`src/include/hcr_pkg.sv`:
```
package hcr_pkg;
  localparam logic [7:0] HARDWARE_CONFIGURATION_OFFSET = 8'h74;
  localparam int MGMT_SEL_BIT = 4;
  localparam int STRAP_BIT = 3;
  localparam int EXT_MII_EN_BIT = 2;
  localparam int SOFT_RESET_TIMEOUT_BIT = 1;
  localparam int SOFT_RESET_REQUEST_BIT = 0;
  localparam int TX_SIZE_LSB = 16;
  localparam int TX_SIZE_W = 4;
  localparam logic [3:0] TX_SIZE_RESET = 4'h5;
  localparam logic [15:0] TOTAL_BYTES = 16'h4000;
  localparam logic [15:0] KB_BYTES = 16'h0400;
  localparam logic [15:0] TX_STATUS_BYTES = 16'h0200;
  localparam logic [15:0] RX_FULL_MARGIN_WORDS = 16'h0004;
  localparam int SOFT_RESET_REQUEST_TIMEOUT_NS = 10000;
  localparam int CLK_PERIOD_NS = 8;
  localparam int SOFT_RESET_REQUEST_TIMEOUT_CYC = SOFT_RESET_REQUEST_TIMEOUT_NS / CLK_PERIOD_NS;
  localparam int SOFT_RESET_REQUEST_PULSE_CYC = 4;
  typedef enum logic [1:0] {HCR_IDLE, HCR_WAIT_CLK, HCR_PULSE} hcr_soft_reset_request_state_t;
endpackage

```
`src/include/hcr_alloc_if.sv`:
```
`timescale 1ns/1ps
`default_nettype none
interface hcr_alloc_if;
  logic [3:0] tx_alloc_size;
  logic [15:0] rx_data_level;
  logic [15:0] tx_data_bytes;
  logic [15:0] tx_status_bytes;
  logic [15:0] rx_data_bytes;
  logic [15:0] rx_status_bytes;
  logic rx_data_full;
  modport ctrl (output tx_alloc_size, output rx_data_level, input tx_data_bytes,
    input tx_status_bytes, input rx_data_bytes, input rx_status_bytes, input rx_data_full);
  modport calc (input tx_alloc_size, input rx_data_level, output tx_data_bytes,
    output tx_status_bytes, output rx_data_bytes, output rx_status_bytes, output rx_data_full);
endinterface
`default_nettype wire

```
`src/verilog/hcr_fifo_alloc.sv`:
```
`timescale 1ns/1ps
`default_nettype none
module hcr_fifo_alloc (
  input wire logic clk_in,
  input wire logic rst_n_in,
  hcr_alloc_if.calc alloc
);
  logic [15:0] nxt_tx_data, nxt_rx_data, nxt_rx_stat, rx_total, tx_total;
  logic [15:0] tx_data_ff, rx_data_ff, rx_stat_ff;
  logic nxt_full, full_ff;
  // reset split follows the size field's reset so the four parts add up from the start
  localparam logic [15:0] TX_TOTAL_RST = 16'({hcr_pkg::TX_SIZE_RESET, 10'h000});
  localparam logic [15:0] RX_TOTAL_RST = hcr_pkg::TOTAL_BYTES - TX_TOTAL_RST;
  localparam logic [15:0] RX_STAT_RST = RX_TOTAL_RST >> 4;
  localparam logic [15:0] TX_DATA_RST = TX_TOTAL_RST - hcr_pkg::TX_STATUS_BYTES;
  localparam logic [15:0] RX_DATA_RST = RX_TOTAL_RST - RX_STAT_RST;

  always_comb begin
    tx_total = 16'({alloc.tx_alloc_size, 10'h000});
    nxt_tx_data = tx_total - hcr_pkg::TX_STATUS_BYTES;
    rx_total = hcr_pkg::TOTAL_BYTES - tx_total;
    nxt_rx_stat = {4'h0, rx_total[15:4]};
    nxt_rx_data = rx_total - nxt_rx_stat;
    // level in words; full four words short of the data fifo length
    nxt_full = ({alloc.rx_data_level, 2'h0} + 18'({hcr_pkg::RX_FULL_MARGIN_WORDS, 2'h0}))
               >= {2'h0, nxt_rx_data};
  end

  always_ff @(posedge clk_in or negedge rst_n_in) begin
    if (!rst_n_in) begin
      tx_data_ff <= TX_DATA_RST;
      rx_data_ff <= RX_DATA_RST;
      rx_stat_ff <= RX_STAT_RST;
      full_ff <= 1'b0;
    end else begin
      tx_data_ff <= nxt_tx_data;
      rx_data_ff <= nxt_rx_data;
      rx_stat_ff <= nxt_rx_stat;
      full_ff <= nxt_full;
    end
  end

  assign alloc.tx_data_bytes = tx_data_ff;
  assign alloc.tx_status_bytes = hcr_pkg::TX_STATUS_BYTES;
  assign alloc.rx_data_bytes = rx_data_ff;
  assign alloc.rx_status_bytes = rx_stat_ff;
  assign alloc.rx_data_full = full_ff;
endmodule
`default_nettype wire

```
`src/verilog/hcr_hw_config.sv`:
```
// Strobed register access and the register offsets were decided locally.
`timescale 1ns/1ps
`default_nettype none
module hcr_hw_config #(
  parameter int TIMEOUT_CYC = hcr_pkg::SOFT_RESET_REQUEST_TIMEOUT_CYC
) (
  input wire logic clk_in,
  input wire logic rst_n_in,
  input wire logic [7:0] addr_in,
  input wire logic [31:0] wdata_in,
  input wire logic wr_in,
  input wire logic rd_in,
  output logic [31:0] rdata_out,
  input wire logic phy_clks_running_in,
  input wire logic power_save_exit_in,
  input wire logic [15:0] rx_data_level_in,
  output logic soft_reset_out,
  output logic clear_errors_out,
  output logic ext_mii_port_enable_out,
  output logic [15:0] tx_data_bytes_out,
  output logic [15:0] tx_status_bytes_out,
  output logic [15:0] rx_data_bytes_out,
  output logic [15:0] rx_status_bytes_out,
  output logic rx_data_full_out,
  input wire logic mgmt_mdc_in,
  input wire logic mgmt_mdio_o_in,
  input wire logic mgmt_mdio_oe_in,
  output logic mgmt_mdio_i_out,
  output logic int_mdc_out,
  output logic int_mdio_o_out,
  output logic int_mdio_oe_out,
  input wire logic int_mdio_i_in,
  output logic ext_mdc_out,
  output logic ext_mdio_o_out,
  output logic ext_mdio_oe_out,
  input wire logic ext_mdio_i_in
);
  localparam int CW = $clog2(TIMEOUT_CYC + 1);

  hcr_alloc_if alloc ();

  logic mgmt_port_select_ff, nxt_mgmt_port_select;
  logic ext_mii_port_enable_ff, nxt_ext_mii_port_enable;
  logic soft_reset_timeout_ff, nxt_soft_reset_timeout;
  logic soft_reset_request_ff, nxt_soft_reset_request;
  logic [3:0] tx_alloc_size_ff, nxt_tx_alloc_size;
  logic read_seen_ff, nxt_read_seen;
  logic strap_taken_ff, nxt_strap_taken;
  logic ext_phy_present_strap_ff, nxt_ext_phy_present_strap;
  logic [31:0] rdata_ff, nxt_rdata;
  hcr_pkg::hcr_soft_reset_request_state_t state_ff, nxt_state;
  logic [CW-1:0] cnt_ff, nxt_cnt;
  logic hit, wr_ok, pulse_end;

  // true in the last cycle of a span counted from zero
  function automatic logic cnt_at_last(input logic [CW-1:0] cnt, input int span);
    return cnt == CW'(span - 1);
  endfunction

  assign hit = (addr_in == hcr_pkg::HARDWARE_CONFIGURATION_OFFSET);
  assign wr_ok = wr_in && hit && read_seen_ff;
  assign pulse_end = (state_ff == hcr_pkg::HCR_PULSE)
                     && cnt_at_last(cnt_ff, hcr_pkg::SOFT_RESET_REQUEST_PULSE_CYC);

  // strap caught on the first clock after hard reset release; soft reset leaves it
  always_comb begin
    nxt_strap_taken = 1'b1;
    nxt_ext_phy_present_strap = ext_phy_present_strap_ff;
    if (!strap_taken_ff) begin
      nxt_ext_phy_present_strap = ext_mdio_i_in;
    end
  end

  always_ff @(posedge clk_in or negedge rst_n_in) begin
    if (!rst_n_in) begin
      strap_taken_ff <= 1'b0;
      ext_phy_present_strap_ff <= 1'b0;
    end else begin
      strap_taken_ff <= nxt_strap_taken;
      ext_phy_present_strap_ff <= nxt_ext_phy_present_strap;
    end
  end

  // lock re-armed by power-save exit and by the end of a soft reset
  always_comb begin
    nxt_read_seen = read_seen_ff;
    if (rd_in && hit) begin
      nxt_read_seen = 1'b1;
    end
    if (power_save_exit_in || pulse_end) begin
      nxt_read_seen = 1'b0;
    end
  end

  always_ff @(posedge clk_in or negedge rst_n_in) begin
    if (!rst_n_in) begin
      read_seen_ff <= 1'b0;
    end else begin
      read_seen_ff <= nxt_read_seen;
    end
  end

  // zero outside the answer slot so a stale word never lingers on the bus
  always_comb begin
    nxt_rdata = 32'h0000_0000;
    if (rd_in && hit) begin
      nxt_rdata[hcr_pkg::TX_SIZE_LSB +: hcr_pkg::TX_SIZE_W] = tx_alloc_size_ff;
      nxt_rdata[hcr_pkg::MGMT_SEL_BIT] = mgmt_port_select_ff;
      nxt_rdata[hcr_pkg::STRAP_BIT] = ext_phy_present_strap_ff;
      nxt_rdata[hcr_pkg::EXT_MII_EN_BIT] = ext_mii_port_enable_ff;
      nxt_rdata[hcr_pkg::SOFT_RESET_TIMEOUT_BIT] = soft_reset_timeout_ff;
      nxt_rdata[hcr_pkg::SOFT_RESET_REQUEST_BIT] = soft_reset_request_ff;
    end
  end

  always_ff @(posedge clk_in or negedge rst_n_in) begin
    if (!rst_n_in) begin
      rdata_ff <= 32'h0000_0000;
    end else begin
      rdata_ff <= nxt_rdata;
    end
  end

  // settings and the soft reset sequencer share one group: the pulse resets the settings

  always_comb begin
    nxt_mgmt_port_select = mgmt_port_select_ff;
    nxt_ext_mii_port_enable = ext_mii_port_enable_ff;
    nxt_tx_alloc_size = tx_alloc_size_ff;
    nxt_soft_reset_timeout = soft_reset_timeout_ff;
    nxt_soft_reset_request = soft_reset_request_ff;
    nxt_state = state_ff;
    nxt_cnt = cnt_ff;
    if (wr_ok && state_ff == hcr_pkg::HCR_IDLE) begin
      nxt_mgmt_port_select = wdata_in[hcr_pkg::MGMT_SEL_BIT];
      nxt_ext_mii_port_enable = wdata_in[hcr_pkg::EXT_MII_EN_BIT];
      nxt_tx_alloc_size = wdata_in[hcr_pkg::TX_SIZE_LSB +: hcr_pkg::TX_SIZE_W];
      if (wdata_in[hcr_pkg::SOFT_RESET_REQUEST_BIT]) begin
        nxt_soft_reset_request = 1'b1;
        nxt_soft_reset_timeout = 1'b0;
        nxt_state = hcr_pkg::HCR_WAIT_CLK;
        nxt_cnt = '0;
      end
    end
    unique case (state_ff)
      hcr_pkg::HCR_IDLE: begin
      end
      hcr_pkg::HCR_WAIT_CLK: begin
        if (phy_clks_running_in) begin
          nxt_state = hcr_pkg::HCR_PULSE;
          nxt_cnt = '0;
        end else if (cnt_at_last(cnt_ff, TIMEOUT_CYC)) begin
          nxt_soft_reset_timeout = 1'b1;
          nxt_soft_reset_request = 1'b0;
          nxt_state = hcr_pkg::HCR_IDLE;
        end else begin
          nxt_cnt = cnt_ff + 1'b1;
        end
      end
      hcr_pkg::HCR_PULSE: begin
        if (pulse_end) begin
          nxt_soft_reset_request = 1'b0;
          nxt_state = hcr_pkg::HCR_IDLE;
          // settings reset with the rest of the system registers
          nxt_mgmt_port_select = 1'b0;
          nxt_ext_mii_port_enable = 1'b0;
          nxt_tx_alloc_size = hcr_pkg::TX_SIZE_RESET;
        end else begin
          nxt_cnt = cnt_ff + 1'b1;
        end
      end
      // the fourth code of the state register is unused
      default: begin
        nxt_state = hcr_pkg::HCR_IDLE;
      end
    endcase
  end

  always_ff @(posedge clk_in or negedge rst_n_in) begin
    if (!rst_n_in) begin
      mgmt_port_select_ff <= 1'b0;
      ext_mii_port_enable_ff <= 1'b0;
      soft_reset_timeout_ff <= 1'b0;
      soft_reset_request_ff <= 1'b0;
      tx_alloc_size_ff <= hcr_pkg::TX_SIZE_RESET;
      state_ff <= hcr_pkg::HCR_IDLE;
      cnt_ff <= '0;
    end else begin
      mgmt_port_select_ff <= nxt_mgmt_port_select;
      ext_mii_port_enable_ff <= nxt_ext_mii_port_enable;
      soft_reset_timeout_ff <= nxt_soft_reset_timeout;
      soft_reset_request_ff <= nxt_soft_reset_request;
      tx_alloc_size_ff <= nxt_tx_alloc_size;
      state_ff <= nxt_state;
      cnt_ff <= nxt_cnt;
    end
  end

  assign rdata_out = rdata_ff;
  assign soft_reset_out = (state_ff == hcr_pkg::HCR_PULSE);
  assign clear_errors_out = (state_ff == hcr_pkg::HCR_PULSE);
  assign ext_mii_port_enable_out = ext_mii_port_enable_ff;

  // management steering; the unselected side is held quiet
  always_comb begin
    if (mgmt_port_select_ff) begin
      int_mdc_out = 1'b0;
      int_mdio_o_out = 1'b0;
      int_mdio_oe_out = 1'b1;
      ext_mdc_out = mgmt_mdc_in;
      ext_mdio_o_out = mgmt_mdio_o_in;
      ext_mdio_oe_out = mgmt_mdio_oe_in;
      mgmt_mdio_i_out = ext_mdio_i_in;
    end else begin
      int_mdc_out = mgmt_mdc_in;
      int_mdio_o_out = mgmt_mdio_o_in;
      int_mdio_oe_out = mgmt_mdio_oe_in;
      ext_mdc_out = 1'b0;
      ext_mdio_o_out = 1'b0;
      ext_mdio_oe_out = 1'b0;
      mgmt_mdio_i_out = int_mdio_i_in;
    end
  end

  assign alloc.tx_alloc_size = tx_alloc_size_ff;
  assign alloc.rx_data_level = rx_data_level_in;
  assign tx_data_bytes_out = alloc.tx_data_bytes;
  assign tx_status_bytes_out = alloc.tx_status_bytes;
  assign rx_data_bytes_out = alloc.rx_data_bytes;
  assign rx_status_bytes_out = alloc.rx_status_bytes;
  assign rx_data_full_out = alloc.rx_data_full;

  hcr_fifo_alloc u_alloc (
    .clk_in(clk_in),
    .rst_n_in(rst_n_in),
    .alloc(alloc)
  );
endmodule
`default_nettype wire
```
`config.mk`:
```
export PLATFORM = sky130hd
export DESIGN_NAME = hcr_hw_config
export DESIGN_NICKNAME = d
export VERILOG_FILES = /design/src/include/hcr_pkg.sv /design/src/include/hcr_alloc_if.sv /design/src/verilog/hcr_fifo_alloc.sv /design/src/verilog/hcr_hw_config.sv
export SDC_FILE = /design/constraint.sdc
export NUM_CORES = 1
export LEC_CHECK = 0
export BUFFER_PORTS_ARGS = -buffer_cell sky130_fd_sc_hd__buf_2
export CORE_MARGIN = 10
export CORE_UTILIZATION = 50
export CTS_CLUSTER_DIAMETER = 50
export DETAILED_ROUTE_END_ITERATION = 8
export PLACE_DENSITY = 0.87
export SLEW_MARGIN = 20
export SYNTH_ARGS = -nofsm -noshare
export SYNTH_HDL_FRONTEND = slang
export SYNTH_SLANG_ARGS = --single-unit
export TNS_END_PERCENT = 10
```
`constraint.sdc`:
```
create_clock -name clk_in -period 5.3 [get_ports clk_in]
set_input_delay 0.795 -clock clk_in [delete_from_list [all_inputs] [get_ports clk_in]]
set_output_delay 0.795 -clock clk_in [all_outputs]
set_load 0.05 [all_outputs]
```
# After elaboration in Yosys (flattened, before gate mapping)
# Index checks and enable logic that the tools add are counted.
[word_totals] ff_bits=78 latchBits=0 mem_bits_rw=0 rom_bits=0 output_inout_bits=107 elab_cells=77 n_memories=0
[op_classes] addsub=5 multipliers=0 div_mod_pow=0 n_lt_le_gt_ge=1 eq_ne=5 n_shift=0 mux=43 n_bitwise=0 n_reduce_logical=8
[op_table] operator="11-bit 2-to-1 mux" n=5
[op_table] operator="1-bit 2-to-1 mux" n=25
[op_table] operator="11-bit one-hot mux with 2 select lines" n=1
[op_table] operator="18-bit by 5-bit adder with 18-bit output, second input constant" n=1
[op_table] operator="18-bit by 16-bit greater-or-equal comparator with 1-bit output" n=1
[op_table] operator="4-bit 2-to-1 mux" n=4
[op_table] operator="15-bit by 14-bit subtractor with 16-bit output, first input constant" n=1
[op_table] operator="16-bit by 12-bit subtractor with 16-bit output" n=1
[op_table] operator="14-bit by 10-bit subtractor with 15-bit output, second input constant" n=1
[op_table] operator="11-bit by 1-bit adder with 11-bit output, second input constant" n=1
[op_table] operator="11-bit == test, second input constant" n=1
[op_table] operator="11-bit by 2-bit == test with 1-bit output, second input constant" n=1
[op_table] operator="2-bit 2-to-1 mux" n=5
[op_table] operator="8-bit by 7-bit == test with 1-bit output, second input constant" n=1
[op_table] operator="2-bit one-hot mux with 3 select lines" n=1
[op_table] operator="1-bit logical AND" n=5
[op_table] operator="5-bit 2-to-1 mux" n=1
[op_table] operator="2-bit by 1-bit == test with 1-bit output, second input constant" n=1
[op_table] operator="2-bit == test, second input constant" n=1
[op_table] operator="2-bit zero test" n=1
[op_table] operator="1-bit one-hot mux with 2 select lines" n=1
[op_table] operator="2-bit nonzero test" n=1
[op_table] operator="1-bit logical OR" n=1

# Depth between registers and ports, before layout
[logic_depth] ltp_word=8 depth_mapped=14 ltp_nobuf=14

# By module
# From an unflattened synthesis, not the netlist that was laid out.
[hier_totals] hier_cells=349 hier_area_um2=3444.6
[by_module_without_submodules] module="hcr_hw_config" n_inst=1 cells_per_inst=182 area_per_inst_um2=1855.5 seq_area_each_um2=828.3
[by_module_without_submodules] module="hcr_fifo_alloc" n_inst=1 cells_per_inst=167 area_per_inst_um2=1589.0 seq_area_each_um2=509.2

# Least setup slack after synthesis
# No wires, ideal clock.
[synth_timing] path_type="register to register" from="register tx_alloc_size_ff[0], in the netlist alloc.tx_alloc_size[0]" to="register u_alloc.full_ff, in the netlist u_alloc.alloc.rx_data_full" arrival_ns=2.944 t_required_ns=5.161 setup_slack_ns=2.217 stages_incl_launch_ff=12 period_less_slack_ns=3.083 cell_sequence="dfstp_2 inv_1 ha_1 nand2_1 ha_1 nor2b_1 or3_1 xnor2_1 ha_1 o21ai_0 a21oi_1 or4_1"
[synth_between] elab_chain_cells=3
[synth_lines] item="start, declared" line="hcr_hw_config.sv:46" text="logic [3:0] tx_alloc_size_ff, nxt_tx_alloc_size;"
[synth_lines] item="start signal, assigned" line="hcr_hw_config.sv:185" text="tx_alloc_size_ff <= hcr_pkg::TX_SIZE_RESET;"
[synth_lines] item="start signal, assigned" line="hcr_hw_config.sv:193" text="tx_alloc_size_ff <= nxt_tx_alloc_size;"
[synth_lines] item="15-bit by 14-bit subtractor with 16-bit output" line="hcr_fifo_alloc.sv:21" text="rx_total = hcr_pkg::TOTAL_BYTES - tx_total;"
[synth_lines] item="16-bit by 12-bit subtractor with 16-bit output" line="hcr_fifo_alloc.sv:23" text="nxt_rx_data = rx_total - nxt_rx_stat;"
[synth_lines] item="18-bit by 16-bit greater-or-equal comparator with 1-bit output" line="hcr_fifo_alloc.sv:26" text=">= {2'h0, nxt_rx_data};"
[synth_lines] item="via u_alloc.nxt_full" line="hcr_fifo_alloc.sv:10" text="logic nxt_full, full_ff;"
[synth_lines] item="end signal, assigned" line="hcr_fifo_alloc.sv:39" text="full_ff <= nxt_full;"
[synth_lines] item="end, declared" line="hcr_fifo_alloc.sv:10"
# The timed path passes the listed nets, and every way through them passes these cells.
# A chain may end at the register's enable or synchronous reset.

# Worst setup path in the final report
# Ends and elaborated chain as after synthesis.

==> summary.txt <==
Power
  – Leak pwr: 1.95 nW
  – Worst IR Drop VDD: 106 uV
  – Power per cell area: 228 nW/um2

STA
  – Achievable frequency: 283 MHz
  – RSZ-0062 raised after global routing: no
  – Fin Hold WS: 456 ps
  – Final min period: 3530 ps
  – Setup TNS: 0 ps
  – Worst relative slew slack: 38.2%
  – Fin. Hold Viols: 0
  – Clock skew: 9.01 ps
  – Final setup viols: 0
  – Fin crit share: 66.7%
  – Slew @ Worst Pin: 920 ps
  – Max Slew Vio Count: 0

Floorplanning
  – Die area: 10500 um2
  – Io pins: 174
  – Num rows: 30
  – Area of the core: 6720 um2
  – Die Span Y: 103 um
  – Die W: 103 um
  – Initial Util: 50.8%

Critical path
  – Cell mode on critical path: ha_1
  – Worst path required time: 5490 ps
  – Crit start category: register
  – Worst setup EP type: register
  – Critical-path cell list: inv_1 > ha_1 > xor2_1 > nand2_1 > or3_1 > xnor2_1 > ha_1 > o21ai_0 > a21oi_1 > or4_1
  – Critical path fanouts, max: 8
  – Worst EP arrival: 3730 ps
  – Largest stage delay, worst path: 650 ps
  – Worst path slowest cell: dfstp_2
  – Setup CP Type: reg2reg

Worst hold path
  – Hold Path Class: reg2reg

CTS
  – H-tree Lvls: 2
  – Setup Buffers After CTS: 0
  – Clock transition at the registers of the reported paths: 100 ps
  – CTS tree: built
  – Skew-Pair Late Insertion Delay: 310 ps
  – Clock Tree Buf Depth: 2
  – CTS resizes: 0
  – CTS Hold Bufs: 0
  – CTS root buffer: clkbuf_8
  – Total CTS buffers: 5
  – Sink Count: 53

Finish
  – Layout area overhead: 9.93%
  – ANT cells: 0
  – Leading cell type in the layout, fill and taps excluded: buf_2
  – Post-layout nets: 517
  – Leading cell types in the layout, fill and taps excluded: 82 x buf_2, 67 x conb_1, 44 x dfrtp_1
  – Fillers: 557
  – Layout cell share with drive strength beyond 1: 26.9%

Yosys
  – Sequential fraction of the synthesis area: 39.2%
  – Netlist Area Pre-Place: 3420 um2
  – Post-synth ARST share: 100%
  – Number of synthesized flops with an enable pin: 0
  – Mapped Cells: 349
  – Count of different cell masters after synthesis: 57
  – Syn Area/Cell: 9.79 um2
  – Yosys Warn Count: 0
  – Synthesized flop and latch total: 53
  – Ys flop type: dfrtp_1

Global route
  – Largest net degree at the start of global routing: 54
  – Vias in the first global route: 2613
  – Initial antenna violation count: 0
  – GRT Overall Usage: 14.7%
  – Remaining Overflow, GRT: 0
  – Global-route wire length before repair: 12500 um

Place
  – DP HPWL: 6430 um
  – Port Buffer Count: 82
  – GPL Wtd Cong: 0.892

Route
  – Via count: 2533
  – DR iter-0 viols: 118
  – Post-DR vias/cell: 4.95
  – Final WL: 7960 um
  – Drc violations: 0
  – DRT Pass-1 Iters: 4
  – Routed len/inst: 15.5 um
  – Routed Antenna Nets: 0

Outcome
  – Status: finished, final reports clean

Job
  – Max Cap Viol: 0
[cell type report]
| cell class | count | area, um2 | area share, % |
|---|---|---|---|
| clock inverters | 3 | 50.0 | 1.33 |
| multi-input cells | 265 | 1690 | 45.1 |
| flip-flops and latches | 53 | 1340 | 35.6 |
| inverters | 23 | 86.3 | 2.30 |
| repair buffers | 83 | 418 | 11.1 |
| well taps | 80 | 100 | 2.67 |
| clock buffers | 5 | 68.8 | 1.83 |
[worst max-delay path, delay by kind of cell (launching register included)]
| family | cells | cell delay (ps) |
|---|---|---|
| AND/OR/NAND/NOR | 3 | 1050 |
| AO/OA/AOI/OAI | 2 | 240 |
| XOR/XNOR | 2 | 700 |
| flip-flops | 1 | 650 |
| adder cells (fa/ha/maj) | 2 | 570 |
| buffers and inverters | 1 | 200 |
[through the flow]
stage	cell area, um2	cells	setup slack [ps]	utilization [%]	total power, mW
3_5_place_dp	3640	504	1760	54.1	0.575
3_3_place_gp	3640	504	1880	54.1	0.573
4_1_cts	3750	512	1760	55.9	0.860
2_1_floorplan	3660	414	2220	-	0.581
5_1_grt	3750	512	1480	55.9	0.888
6_report	3750	512	1770	55.9	0.857
[power breakdown]
part | internal [mW] | switching, mW | total [mW]
clock | 0.145 | 0.142 | 0.287
combinational | 0.0240 | 0.138 | 0.162
sequential | 0.406 | 0.00103 | 0.407
[synthesized netlist by cell type (2+ instances only)]
cell type / instances / area (um2)
inv_2: 2 / 7.51
dfrtp_1: 44 / 1100
ha_1: 19 / 238
buf_4: 69 / 518
or2_2: 2 / 12.5
inv_1: 21 / 78.8
nor2b_1: 9 / 56.3
o211ai_1: 2 / 15.0
mux2i_1: 8 / 80.1
xnor2_1: 9 / 78.8
dfstp_2: 9 / 236
nor3_1: 5 / 25.0
nor3_2: 2 / 20.0
o21ai_0: 4 / 20.0
buf_1: 2 / 7.51
xor2_1: 7 / 61.3
nor2_1: 13 / 48.8
mux2_2: 2 / 22.5
conb_1: 2 / 7.51
o21a_1: 3 / 22.5
a22oi_1: 2 / 15.0
a31oi_1: 2 / 12.5
a211oi_1: 4 / 30.0
nand3_1: 14 / 70.1
nand2_1: 22 / 82.6
and2_1: 12 / 75.1
nor4_1: 3 / 18.8
a21oi_1: 9 / 45.0
and3_1: 5 / 31.3
nand2b_1: 7 / 43.8
a22o_1: 2 / 17.5
nand4_1: 8 / 50.1
[cell families (layout without fill, tap and decap cells)]
logic type	after synthesis	in the layout	synth area share, %
XOR/XNOR	16	16	4.10
buffers and inverters	96	114	18.4
AND/OR/NAND/NOR	112	112	19.0
flip-flops	53	53	39.2
multiplexers	10	10	3.00
adder cells (fa/ha/maj)	19	19	6.96
other	2	67	0.220
AO/OA/AOI/OAI	41	41	9.12
[registers in the layout (all words and copies together), names as in the netlist, 2 cells and up]
register,flops
alloc.tx_alloc_size,4
rdata_out,9
state_ff,2
u_alloc.alloc.tx_data_bytes,5
cnt_ff,11
u_alloc.alloc.rx_data_bytes,9
u_alloc.alloc.rx_status_bytes,5
[routing by layer]
layer  global-route usage, %  vias to the layer above  wire, um
li1                        -                     1210         -
met1                    17.4                     1188      3240
met2                    24.6                      122      3920
met3                    4.89                       13       686
met4                    4.56                        0       108
met5                       0                        -         0
[final timing paths]
kind                                        startpoint                          endpoint  slack [ps]  cells after the start
worst max-delay path            alloc.tx_alloc_size[0]        u_alloc.alloc.rx_data_full        1770                     10
worst min-delay path            alloc.tx_alloc_size[0]  u_alloc.alloc.rx_status_bytes[6]         460                      0
worst max register to register  alloc.tx_alloc_size[0]        u_alloc.alloc.rx_data_full        1770                     10
worst min register to register  alloc.tx_alloc_size[0]  u_alloc.alloc.rx_status_bytes[6]         460                      0
max in group asynchronous                     rst_n_in                         cnt_ff[1]        4280                      2
min in group asynchronous                     rst_n_in   u_alloc.alloc.tx_data_bytes[14]         590                      2
Note: power is estimated with default switching activity, not from simulation.
